`config.mk`:
```
export PLATFORM = sky130hd
export DESIGN_NAME = pfs_pin_ctrl
export DESIGN_NICKNAME = d
export VERILOG_FILES = /design/src/pfs_pin_ctrl.v
export VERILOG_INCLUDE_DIRS = /design/src
export SDC_FILE = /design/constraint.sdc
export NUM_CORES = 1
export LEC_CHECK = 0
export BUFFER_PORTS_ARGS = -buffer_cell sky130_fd_sc_hd__buf_2
export CAP_MARGIN = 20
export CORE_AREA = 2 2 161 163
export DETAILED_ROUTE_END_ITERATION = 6
export DIE_AREA = 0 0 163 165
export PLACE_DENSITY = 0.72
export SLEW_MARGIN = 20
export SYNTH_ARGS = -nofsm -noshare
export SYNTH_HDL_FRONTEND = slang
export SYNTH_SLANG_ARGS = --single-unit
```
`constraint.sdc`:
```
create_clock -name clk -period 2.6 [get_ports clk]
set_input_delay 0.26 -clock clk [delete_from_list [all_inputs] [get_ports clk]]
set_output_delay 0.26 -clock clk [all_outputs]
set_load 0.02 [all_outputs]
```
`src/pfs_map.vh`:
```
`ifndef PFS_MAP_VH
`define PFS_MAP_VH
// ----------------------------------------
// register offsets
// ----------------------------------------
`define PFS_OFF_FUNC    8'h00
`define PFS_OFF_DIR     8'h04
`define PFS_OFF_DOUT    8'h08
`define PFS_OFF_DIN     8'h0C
`define PFS_OFF_ANA     8'h10
`define PFS_OFF_RELOC   8'h14
`define PFS_OFF_IRQ     8'h18
`define PFS_OFF_CAP     8'h1C
`define PFS_OFF_STAT    8'h20
// ----------------------------------------
// relocation select fields
// ----------------------------------------
`define PFS_RS_BTA      0
`define PFS_RS_BTB      2
`define PFS_RS_ADS      4
`define PFS_RS_ADE      6
`define PFS_RS_FRS      7
`define PFS_RS_FRE      8
`define PFS_RS_DIS      9
`define PFS_RS_DIE      10
`define PFS_RS_WVS      11
`define PFS_RS_WVE      12
`define PFS_RS_PPG      13
`define PFS_RS_TRC      14
`define PFS_RS_SWJ      15
`define PFS_RS_EBE      16
`define PFS_RS_SPL      17
`define PFS_IRQ_SEL     16
`define PFS_CAP_EN      4
// ----------------------------------------
// pin positions of relocated functions
// ----------------------------------------
`define PFS_BTA_BASE    0
`define PFS_BTB_BASE    3
`define PFS_ADT_BASE    6
`define PFS_WAV_POS0    10
`define PFS_WAV_POS1    4
`define PFS_TRC_BASE    0
`define PFS_IRQ_ALT     8
`define PFS_CAP_POS0    10
`define PFS_CAP_POS1    2
`define PFS_FRK_POS0    14
`define PFS_DIS_POS0    12
// ----------------------------------------
// reset values
// ----------------------------------------
`define PFS_RST_16      16'h0000
`define PFS_RST_SEL     18'h00000
`define PFS_RST_CAP     8'h00
`endif

```
`src/pfs_pin_ctrl.v`:
```
// The register addresses and the APB interface to the registers were decided locally.
`timescale 1ns/10ps
`include "pfs_map.vh"
// Function
// - adc trigger on relocatable pins
// - analog pin k feeds channel k
// - timer a/b each on three positions
// - swd shares tck, tms, tdo pins
// - trace clock, four data, jtag reset
// - address bus 0..24 on own pins
// - sixteen relocatable irq lines plus nmi
// - disable input gates six waveform outputs
// - freerun timer external clock pin
// - four capture inputs, relocatable
// - ppg mode: pair carries lower ppg
// - supply unstable: pins high impedance
// - reset: hi-z, input on, config locked
// - standby with spl: port and address pins hi-z except trace pins, input zero
// - irq and nmi pins keep state
// - run or spl clear: keep state
// - software selects relocated position
module pfs_pin_ctrl (
   input  wire        clk,
   input  wire        rst,
   input  wire        psel,
   input  wire        penable,
   input  wire        pwrite,
   input  wire [7:0]  paddr,
   input  wire [31:0] pwdata,
   output reg  [31:0] prdata,
   output reg         pready,
   output reg         pslverr,
   input  wire        supply_unstable,
   input  wire        external_reset_n,
   input  wire        internal_reset,
   input  wire        standby_mode,
   input  wire [15:0] pad_in,
   output reg  [15:0] pad_out,
   output reg  [15:0] pad_oe,
   input  wire        bt_a_out,
   input  wire        bt_a_oe,
   input  wire        bt_b_out,
   input  wire        bt_b_oe,
   output reg         base_timer_io_a,
   output reg         base_timer_io_b,
   output reg         adc_ext_trigger,
   output reg  [15:0] analog_channel_input,
   input  wire [5:0]  waveform_output,
   input  wire [2:0]  pulse_gen_output,
   output reg         waveform_disable_n,
   output reg         freerun_ext_clock,
   output reg  [3:0]  capture_input,
   output reg  [15:0] ext_irq,
   input  wire        nmi_pad_in,
   output reg         nonmaskable_irq_n,
   input  wire        trace_clock_out,
   input  wire [3:0]  trace_data_out,
   input  wire [24:0] ext_bus_address,
   output reg  [24:0] addr_pad_out,
   output reg         addr_pad_oe,
   input  wire        tck_pad_in,
   input  wire        tms_pad_in,
   output reg         tms_pad_out,
   output reg         tms_pad_oe,
   output reg         tdo_pad_out,
   output reg         tdo_pad_oe,
   input  wire        jtag_reset_pad_n,
   output reg         jtag_reset_n,
   output reg         dbg_clock,
   output reg         dbg_tms,
   input  wire        dbg_swdio_out,
   input  wire        dbg_swdio_oe,
   input  wire        jtag_tdo,
   input  wire        jtag_tdo_oe,
   input  wire        swo_in
);

// ----------------------------------------
// configuration registers
// ----------------------------------------
reg  [15:0] func;
reg  [15:0] dir;
reg  [15:0] dout;
reg  [15:0] aen;
reg  [15:0] irq_en;
reg  [15:0] irq_sel;
reg  [17:0] rsel;
reg  [7:0]  cap;
reg  [31:0] rd_word;
reg         hit;
wire [15:0] pin_in;

wire        cfg_lock = ~external_reset_n | internal_reset;
wire        hold     = standby_mode & rsel[`PFS_RS_SPL];
wire        acc      = psel & penable & ~pready;
wire        apb_wr   = psel & penable & pready & pwrite;
wire [1:0]  a_sel    = rsel[`PFS_RS_BTA+1:`PFS_RS_BTA];
wire [1:0]  b_sel    = rsel[`PFS_RS_BTB+1:`PFS_RS_BTB];
wire [1:0]  ad_sel   = rsel[`PFS_RS_ADS+1:`PFS_RS_ADS];
wire [3:0]  cap_sel  = cap[3:0];
wire [3:0]  cap_en   = cap[`PFS_CAP_EN+3:`PFS_CAP_EN];

// input of the selected pin, zero unless it is in peripheral function
function sel_in;
   input [15:0] v;
   input [15:0] f;
   input integer p;
   begin
      sel_in = v[p] & f[p];
   end
endfunction

// ----------------------------------------
// apb slave
// ----------------------------------------
always @*
begin
   hit = 1'b1;
   case (paddr)
      `PFS_OFF_FUNC  : rd_word = {16'h0000, func};
      `PFS_OFF_DIR   : rd_word = {16'h0000, dir};
      `PFS_OFF_DOUT  : rd_word = {16'h0000, dout};
      `PFS_OFF_DIN   : rd_word = {16'h0000, pin_in};
      `PFS_OFF_ANA   : rd_word = {16'h0000, aen};
      `PFS_OFF_RELOC : rd_word = {14'h0000, rsel};
      `PFS_OFF_IRQ   : rd_word = {irq_sel, irq_en};
      `PFS_OFF_CAP   : rd_word = {24'h000000, cap};
      `PFS_OFF_STAT  : rd_word = {28'h0000000, hold, standby_mode, cfg_lock, supply_unstable};
      default:
      begin
         rd_word = 32'h00000000;
         hit     = 1'b0;
      end
   endcase
end

// one wait state: answer on the second access cycle
always @(posedge clk)
begin
   if (rst)
   begin
      pready  <= 1'b0;
      prdata  <= 32'h00000000;
      pslverr <= 1'b0;
   end
   else
   begin
      pready  <= acc;
      pslverr <= acc & ~hit;
      if (acc)
         prdata <= rd_word;
   end
end

always @(posedge clk)
begin
   if (rst | cfg_lock)
   begin
      func    <= `PFS_RST_16;
      dir     <= `PFS_RST_16;
      dout    <= `PFS_RST_16;
      aen     <= `PFS_RST_16;
      irq_en  <= `PFS_RST_16;
      irq_sel <= `PFS_RST_16;
      rsel    <= `PFS_RST_SEL;
      cap     <= `PFS_RST_CAP;
   end
   else if (apb_wr)
   begin
      case (paddr)
         `PFS_OFF_FUNC  : func <= pwdata[15:0];
         `PFS_OFF_DIR   : dir <= pwdata[15:0];
         `PFS_OFF_DOUT  : dout <= pwdata[15:0];
         `PFS_OFF_ANA   : aen <= pwdata[15:0];
         `PFS_OFF_RELOC : rsel <= pwdata[17:0];
         `PFS_OFF_IRQ   :
         begin
            irq_en  <= pwdata[15:0];
            irq_sel <= pwdata[31:16];
         end
         `PFS_OFF_CAP   : cap <= pwdata[7:0];
         default        : cap <= cap;
      endcase
   end
end

// ----------------------------------------
// output routing per pin
// ----------------------------------------
reg  [15:0] per_out;
reg  [15:0] per_oe;
reg  [15:0] trc_pin;
reg  [15:0] irq_pin;
integer     k;
integer     p;
integer     j;

wire [5:0]  wave_val = rsel[`PFS_RS_PPG] ?
   {{2{pulse_gen_output[2]}}, {2{pulse_gen_output[1]}}, {2{pulse_gen_output[0]}}} : waveform_output;
wire [4:0]  trc_val  = {trace_data_out, trace_clock_out};

always @*
begin
   per_out = 16'h0000;
   per_oe  = 16'h0000;
   trc_pin = 16'h0000;
   irq_pin = 16'h0000;
   p       = 0;
   if (a_sel != 2'h0)
   begin
      p = `PFS_BTA_BASE + a_sel - 1;
      per_out[p] = bt_a_out;
      per_oe[p]  = bt_a_oe;
   end
   if (b_sel != 2'h0)
   begin
      p = `PFS_BTB_BASE + b_sel - 1;
      per_out[p] = bt_b_out;
      per_oe[p]  = bt_b_oe;
   end
   if (rsel[`PFS_RS_WVE])
   begin
      for (k = 0; k < 6; k = k + 1)
      begin
         p = rsel[`PFS_RS_WVS] ? `PFS_WAV_POS1 + k : `PFS_WAV_POS0 + k;
         per_out[p] = wave_val[k];
         per_oe[p]  = 1'b1;
      end
   end
   if (rsel[`PFS_RS_TRC])
   begin
      for (k = 0; k < 5; k = k + 1)
      begin
         p = `PFS_TRC_BASE + k;
         per_out[p] = trc_val[k];
         per_oe[p]  = 1'b1;
         trc_pin[p] = 1'b1;
      end
   end
   for (k = 0; k < 16; k = k + 1)
   begin
      p = irq_sel[k] ? (k + `PFS_IRQ_ALT) % 16 : k;
      if (irq_en[k])
         irq_pin[p] = 1'b1;
   end
end

wire [15:0] keep    = {16{~supply_unstable}};
wire [15:0] stby_in = {16{hold}} & ~irq_pin;
assign pin_in = pad_in & keep & ~aen & ~stby_in;
wire [15:0] stby_oe = {16{hold}} & ~trc_pin & ~irq_pin;
// run or spl clear keeps state
wire [15:0] next_oe  = keep & ~aen & ~stby_oe & ((func & per_oe) | (~func & dir));
wire [15:0] next_out = (func & per_out) | (~func & dout);

// ----------------------------------------
// input routing to peripherals
// ----------------------------------------
reg         next_bta;
reg         next_btb;
reg         next_adt;
reg  [15:0] next_irq;
reg  [3:0]  next_cap;

always @*
begin
   next_bta = 1'b0;
   next_btb = 1'b0;
   next_irq = 16'h0000;
   next_cap = 4'h0;
   if (a_sel != 2'h0)
      next_bta = sel_in(pin_in, func, `PFS_BTA_BASE + a_sel - 1);
   if (b_sel != 2'h0)
      next_btb = sel_in(pin_in, func, `PFS_BTB_BASE + b_sel - 1);
   next_adt = rsel[`PFS_RS_ADE] & sel_in(pin_in, func, `PFS_ADT_BASE + ad_sel);
   for (j = 0; j < 16; j = j + 1)
      next_irq[j] = irq_en[j] & sel_in(pin_in, func, irq_sel[j] ? (j + `PFS_IRQ_ALT) % 16 : j);
   for (j = 0; j < 4; j = j + 1)
      next_cap[j] = cap_en[j] & sel_in(pin_in, func, cap_sel[j] ? `PFS_CAP_POS1 + j : `PFS_CAP_POS0 + j);
end

// ----------------------------------------
// registered pins and peripheral inputs
// ----------------------------------------
always @(posedge clk)
begin
   if (rst)
   begin
      pad_out              <= `PFS_RST_16;
      pad_oe               <= `PFS_RST_16;
      base_timer_io_a      <= 1'b0;
      base_timer_io_b      <= 1'b0;
      adc_ext_trigger      <= 1'b0;
      analog_channel_input <= `PFS_RST_16;
      waveform_disable_n   <= 1'b1;
      freerun_ext_clock    <= 1'b0;
      capture_input        <= 4'h0;
      ext_irq              <= `PFS_RST_16;
      nonmaskable_irq_n    <= 1'b1;
      addr_pad_out         <= 25'h0000000;
      addr_pad_oe          <= 1'b0;
      tms_pad_out          <= 1'b0;
      tms_pad_oe           <= 1'b0;
      tdo_pad_out          <= 1'b0;
      tdo_pad_oe           <= 1'b0;
      jtag_reset_n         <= 1'b0;
      dbg_clock            <= 1'b0;
      dbg_tms              <= 1'b0;
   end
   else
   begin
      pad_out              <= next_out;
      pad_oe               <= next_oe;
      base_timer_io_a      <= next_bta;
      base_timer_io_b      <= next_btb;
      adc_ext_trigger      <= next_adt;
      analog_channel_input <= aen & keep;
      // disable input, idle high when off
      waveform_disable_n   <= ~rsel[`PFS_RS_DIE] |
         sel_in(pin_in, func, `PFS_DIS_POS0 + rsel[`PFS_RS_DIS]);
      freerun_ext_clock    <= rsel[`PFS_RS_FRE] &
         sel_in(pin_in, func, `PFS_FRK_POS0 + rsel[`PFS_RS_FRS]);
      capture_input        <= next_cap;
      ext_irq              <= next_irq;
      // nmi follows its pin, held high while supply is unstable
      nonmaskable_irq_n    <= supply_unstable | nmi_pad_in;
      addr_pad_out         <= ext_bus_address;
      addr_pad_oe          <= rsel[`PFS_RS_EBE] & ~supply_unstable & ~hold;
      tms_pad_out          <= dbg_swdio_out;
      tms_pad_oe           <= rsel[`PFS_RS_SWJ] & dbg_swdio_oe & ~supply_unstable;
      tdo_pad_out          <= rsel[`PFS_RS_SWJ] ? swo_in : jtag_tdo;
      tdo_pad_oe           <= ~supply_unstable & (rsel[`PFS_RS_SWJ] | jtag_tdo_oe);
      dbg_clock            <= tck_pad_in;
      dbg_tms              <= tms_pad_in;
      jtag_reset_n         <= jtag_reset_pad_n;
   end
end

endmodule

```
**Yosys cells after proc, flatten, opt, wreduce, memory -nomap -nowiden**

Index checks and enable logic that the tools add are counted.

- Memory bits (read-only): 0
- Output and inout bits: 141
- Bits in latches: 0
- Register bits: 263
- Logic and storage cells: 514
- Memories: 0
- Bits of input ports: 117
- Memory bits (writable): 0

- $lt $le $gt $ge: 55
- Equal/unequal tests: 8
- Add/sub/neg operators: 6
- Reduce and logical (&&, ||, !) cells: 37
- Shift-type cells: 0
- $mul: 0
- Bitwise gates (word level): 116
- Divide/modulo/power cells: 0
- Multiplexer cells: 261

Operators by type and width:

| kind | number |
|---|---|
| $ge 32x1->1 const B | 16 |
| $or 16x16->16 | 23 |
| $mux 16 | 22 |
| $pmux 32 s9 | 1 |
| $and 16x16->16 | 16 |
| $bmux 1 s4 | 50 |
| $lt 4x5->1 const B | 27 |
| $bwmux 16 | 8 |
| $mux 1 | 126 |
| $demux 1 s4 | 24 |
| $mux 4 | 24 |
| $not 16->16 | 5 |
| $and 1x1->1 | 58 |
| $eq 8x5->1 const B | 4 |
| $ge 4x1->1 const B | 7 |
| $logic_and 1x1->1 | 24 |
| $eq 8x4->1 const B | 2 |
| $not 5->16 | 1 |
| $mux 5 | 3 |
| $reduce_and 2->1 | 7 |
| $add 4x1->5 const A | 2 |
| $lt 5x5->1 const B | 2 |
| $reduce_or 9->1 | 1 |
| $eq 8x3->1 const B | 1 |
| other kinds (15) | 29 |

**Depth between registers and ports, before layout**

- Word-level depth: 45
- Gate-level depth with buffers: 8
- Mapped depth without buffers: 7

**Worst setup path before layout**

Ideal clock, no wire load.

- Path kind: input to register
- From: in paddr[0]
- To: reg prdata[21]
- Path buffers: 3
- Required time: 2.541 ns
- Library setup time: 0.059 ns
- Path slack: 0.537 ns
- Arrival: 2.004 ns
- Cell stages on the path: 8
- Cells stage by stage: buf_4 -> nor4_4 -> a21bo_1 -> or3b_1 -> buf_6 -> nor4_4 -> buf_6 -> a22o_1

- Word-level cells in the longest chain between the ends: 2
- Elaborated cells between the ends (all ways): 10
- Classes of those cells: 8 x eq/ne; 1 x mux; 1 x reduce/logical

Ends and longest elaborated chain:

| what | line | source |
|---|---|---|
| start: declaration | pfs_pin_ctrl.v:28 | `input wire [7:0] paddr,` |
| $eq 8x6->1 (tied with other cells) | pfs_pin_ctrl.v:119 | `case (paddr)` |
| $pmux 32 s9 (*) | pfs_pin_ctrl.v:119 |  |
| end signal: assignment | pfs_pin_ctrl.v:151 | `prdata <= rd_word;` |
| end: declaration | pfs_pin_ctrl.v:30 | `output reg [31:0] prdata,` |

Every way passes the cells marked *; elsewhere a longest branch is shown, timed or not.
A chain may end at the register's enable or synchronous reset.

**Worst setup path in the final report**

- From: reg rsel[17]
- To: reg adc_ext_trigger

- Word-level cells in the longest chain between the ends: 9

Ends and longest elaborated chain:

| what | line | source |
|---|---|---|
| start: declaration | pfs_pin_ctrl.v:87 | `reg [17:0] rsel;` |
| start signal: assignment | pfs_pin_ctrl.v:165 | `` rsel <= `PFS_RST_SEL; `` |
| start signal: assignment | pfs_pin_ctrl.v:175 | `` `PFS_OFF_RELOC : rsel <= pwdata[17:0]; `` |
| $and 1x1->1 | pfs_pin_ctrl.v:94 | `` wire hold = standby_mode & rsel[`PFS_RS_SPL]; `` |
| $and 16x16->16 | pfs_pin_ctrl.v:249 | `wire [15:0] stby_in = {16{hold}} & ~irq_pin;` |
| $not 16->16 | pfs_pin_ctrl.v:250 | `assign pin_in = pad_in & keep & ~aen & ~stby_in;` |
| $and 16x16->16 | pfs_pin_ctrl.v:250 |  |
| $bmux 1 s4 | pfs_pin_ctrl.v:109 | `sel_in = v[p] & f[p];` |
| $mux 1 (implied by the code) (2 in a row) | pfs_pin_ctrl.v:109 |  |
| $and 1x1->1 | pfs_pin_ctrl.v:109 |  |
| $and 1x1->1 | pfs_pin_ctrl.v:275 | `` next_adt = rsel[`PFS_RS_ADE] & sel_in(pin_in, func, `PFS_ADT_BASE + ad_sel); `` |
| end signal: assignment | pfs_pin_ctrl.v:316 | `adc_ext_trigger <= next_adt;` |
| end: declaration | pfs_pin_ctrl.v:46 | `output reg adc_ext_trigger,` |

No other way between the ends. The select of a mux whose other input is x is not followed.

==> results.md <==
- CTS Buf Count: 28
- Largest net degree at the start of global routing: roughly 50
- Max Clock Skew: between 0.015 and 0.02 ns
- Synthesized instance count: 1237
- Layout cell share with drive strength beyond 1: 25.5%
- DRT Pass-1 Iters: 5
- Final nets: between 1.5k and 2k
- Num rows: 58
- Switch Pwr: approximately 2 mW
- Final instance area: 0.0141 mm2
- Max frequency: between 0.4 and 0.5 GHz
- Pwr Density: ~610 mW/mm2
- Area after DPL: about 0.013 mm2
- Switching Share: about a quarter
- Worst-Margin Slew: approximately 1.1 ns
- Static leakage: about 5.5 nW
- Clk Latency, worst-skew pair: between 0.5 and 0.6 ns
- RePlAce Congestion: 1.04
- Number of synthesized flops with an enable pin: 0
- Total track usage: ~33%
- Post-route ant nets: 0
- Post-layout minimum cycle time: around 2.2 ns
- WL final: approximately 45 mm
- Cell Chain, Critical Path: and2_1, a31oi_1, and4b_1, mux4_2, and3b_1
- Vias in the first global route: 10.6k
- Top-area cell type share of the netlist area: 48.4%
- Average wire per standard cell: ~24 um
- First-pass GRT wire length: approximately 65 mm
- Clk pwr share: a little under half
- Initial antenna violation count: 0
- Max Cap Viol: 0
- Run status: completed
- RSZ-0062 raised after global routing: no
- Arrival time worst endpoint: ~2.6 ns
- Logic gate share of total power: roughly 6.0%
- # clock sinks: approximately 260
- CP Data Required Time: between 3 and 4 ns
- Ys flop type: dfxtp_1
- Resized cells post-CTS: 0
- Critical Path Source Type: flop
- Setup TNS Final: 0 ns
- DIE WIDTH: roughly 160 um
- Antenna diodes: 0
- Worst-path clk slew: ~0.060 ns
- Syn_area_per_cell: ~8.8 um2
- Area growth syn-to-layout: 29.9%
- Clk root buf: clkbuf_16
- Hold Buf Count CTS: 47
- Vias: roughly 11k
- Slew Viols, Final: 0
- #FFs+latches synth: 263
- Synth unique cells: between 60 and 70
- Port bufs: between 200 and 300
- Final period util: between 80% and 90%
- Yosys Warn Count: 0
- Final Hold Viols: 0
- CTS max path bufs: 3
- Largest area contributor in the netlist: dfxtp_1
- Hold Path Class: primary input to flop
- Fillcell total: approximately 2.2k
- Met2 WL post-DR: 20.4 mm
- Slowest stage cell on the critical path: mux4_2
- Total routed wire length on the met1 layer: ~18 mm
- Async S/R FF share, synth: 0%
- Placed Cells incl. Taps: between 1.5k and 2k
- Core area: roughly 0.025 mm2
- CP peak stage delay: ~0.47 ns
- Setup bufs post-CTS: 0
- Seq pwr share: 47.2%
- Max IR drop VDD: 0.414 mV
- Mean number of vias per cell: between 5 and 6
- Slew margin rel.: around a quarter
- CTS tree: done
- Drt drc: 0
- Non-filler cells, final: 1901
- Met3 WL post-DR: 4.78 mm
- Syn_nets: ~1.4k
- Total grt overflow: 0
- Worst-path fanout max: 10
- Post-DP HPWL: around 33 mm
- H-tree levels: 1
- Die ar.: around 0.027 mm2
- Cell area after synthesis: 0.0109 mm2
- Initial core utilization: between 40 and 50%
- CP endpoint kind: flop
- Crit path kind: flop to flop
- Internal: around 6.6 mW
- Top Layer Used: met4
- DRT iter0 DRCs: ~1.2k
- Final setup violation count: 0
- Synth area leaders: dfxtp_1, nand2_1, a21oi_1
- Die height: approximately 170 um
- Sequential area share after synthesis: slightly below 50%
- Ports: approximately 260
metrics by stage:
stage	hold WS (ns)	setup slack [ns]	power [mW]	util, %
2_1_floorplan	0.348	0.537	4.34	-
3_3_place_gp	0.442	0.401	4.60	50.9
4_1_cts	0.000193	0.473	8.61	56.5
3_5_place_dp	0.442	0.348	4.60	50.9
6_report	0.00810	0.398	8.61	56.5
5_1_grt	0.00824	0.336	8.82	56.5
kinds of logic after synthesis:
| family | Yosys count | synth area share (%) |
|---|---|---|
| fa+ha+maj | 5 | 0.575 |
| simple gates | 534 | 24.8 |
| compound gates | 267 | 15.2 |
| mux | 73 | 7.34 |
| flops | 263 | 48.4 |
| buf+inv | 95 | 3.65 |
worst max-delay path: cells and delay by family, from the launching register on:
family | cells | cell delay, ns
multiplexers | 1 | 0.47
AO/OA/AOI/OAI | 1 | 0.30
AND/OR/NAND/NOR | 3 | 0.94
flip-flops | 1 | 0.37
synthesized netlist by cell type, types with 10 or more instances:
master	count
nand2b_1	30
nand3_1	33
nor2b_1	37
nor2_1	41
clkbuf_1	63
dfxtp_1	263
a22oi_1	10
and2_1	20
mux2_2	15
nand2_1	271
and4b_1	11
mux2i_1	54
nor3b_1	26
a31oi_1	14
a22o_1	27
a21oi_1	141
o21ai_0	21
and3_1	16
inv_1	14
metal layers:
metal  global-route usage (%)  vias up
met4                     17.5        0
met1                     41.6     5146
met5                        0        -
li1                         -     4940
met2                     53.7      811
met3                     4.95      153
state kept, by name, summed over array words and instances, names as in the netlist, 4 cells and up:
signal                flops
prdata                   32
addr_pad_out             25
rsel                     18
aen                      16
analog_channel_input     16
dir                      16
dout                     16
ext_irq                  16
func                     16
irq_en                   16
irq_sel                  16
pad_oe                   16
pad_out                  16
cap                       8
capture_input             4
power by group through the flow:
stage | combinational [mW] | sequential (mW) | clock (mW)
final | 0.514 | 4.06 | 4.03
after global routing | 0.532 | 4.06 | 4.22
after CTS | 0.498 | 4.06 | 4.05
after detailed placement | 0.443 | 4.15 | 0
after global placement | 0.444 | 4.15 | 0
after floorplan | 0.150 | 4.19 | 0
placed cells by master (no fill, tap or decap), types with 16 or more instances in the layout:
| cell | n |
|---|---|
| mux2i_1 | 54 |
| dlygate4sd3_1 | 47 |
| a21oi_1 | 141 |
| nand2b_1 | 30 |
| nor2b_1 | 37 |
| buf_2 | 257 |
| and3_1 | 16 |
| clkbuf_16 | 29 |
| nand3_1 | 33 |
| dfxtp_1 | 263 |
| buf_4 | 58 |
| nor3b_1 | 26 |
| nor2_1 | 39 |
| nand2_1 | 271 |
| and2_1 | 20 |
| o21ai_0 | 21 |
| a22o_1 | 27 |
worst paths after layout:
| check | startpoint | endpoint | slack, ns | cells past startpoint |
|---|---|---|---|---|
| min | ext_bus_address[11] | addr_pad_out[11] | 0.008 | 2 |
| min reg2reg | rsel[10] | waveform_disable_n | 0.47 | 1 |
| max | rsel[17] | adc_ext_trigger | 0.40 | 5 |
| max reg2reg | rsel[17] | adc_ext_trigger | 0.40 | 5 |
cell type report:
type,instances,area (um2),share of cell area (%)
inverters,14,52.6,0.372
clock inverters,15,146,1.04
flip-flops and latches,263,5270,37.2
repair buffers,365,2250,15.9
well taps,330,413,2.92
multi-input cells,879,5230,37.0
clock buffers,35,778,5.50
No activity file was read; power rests on OpenSTA's default activity.
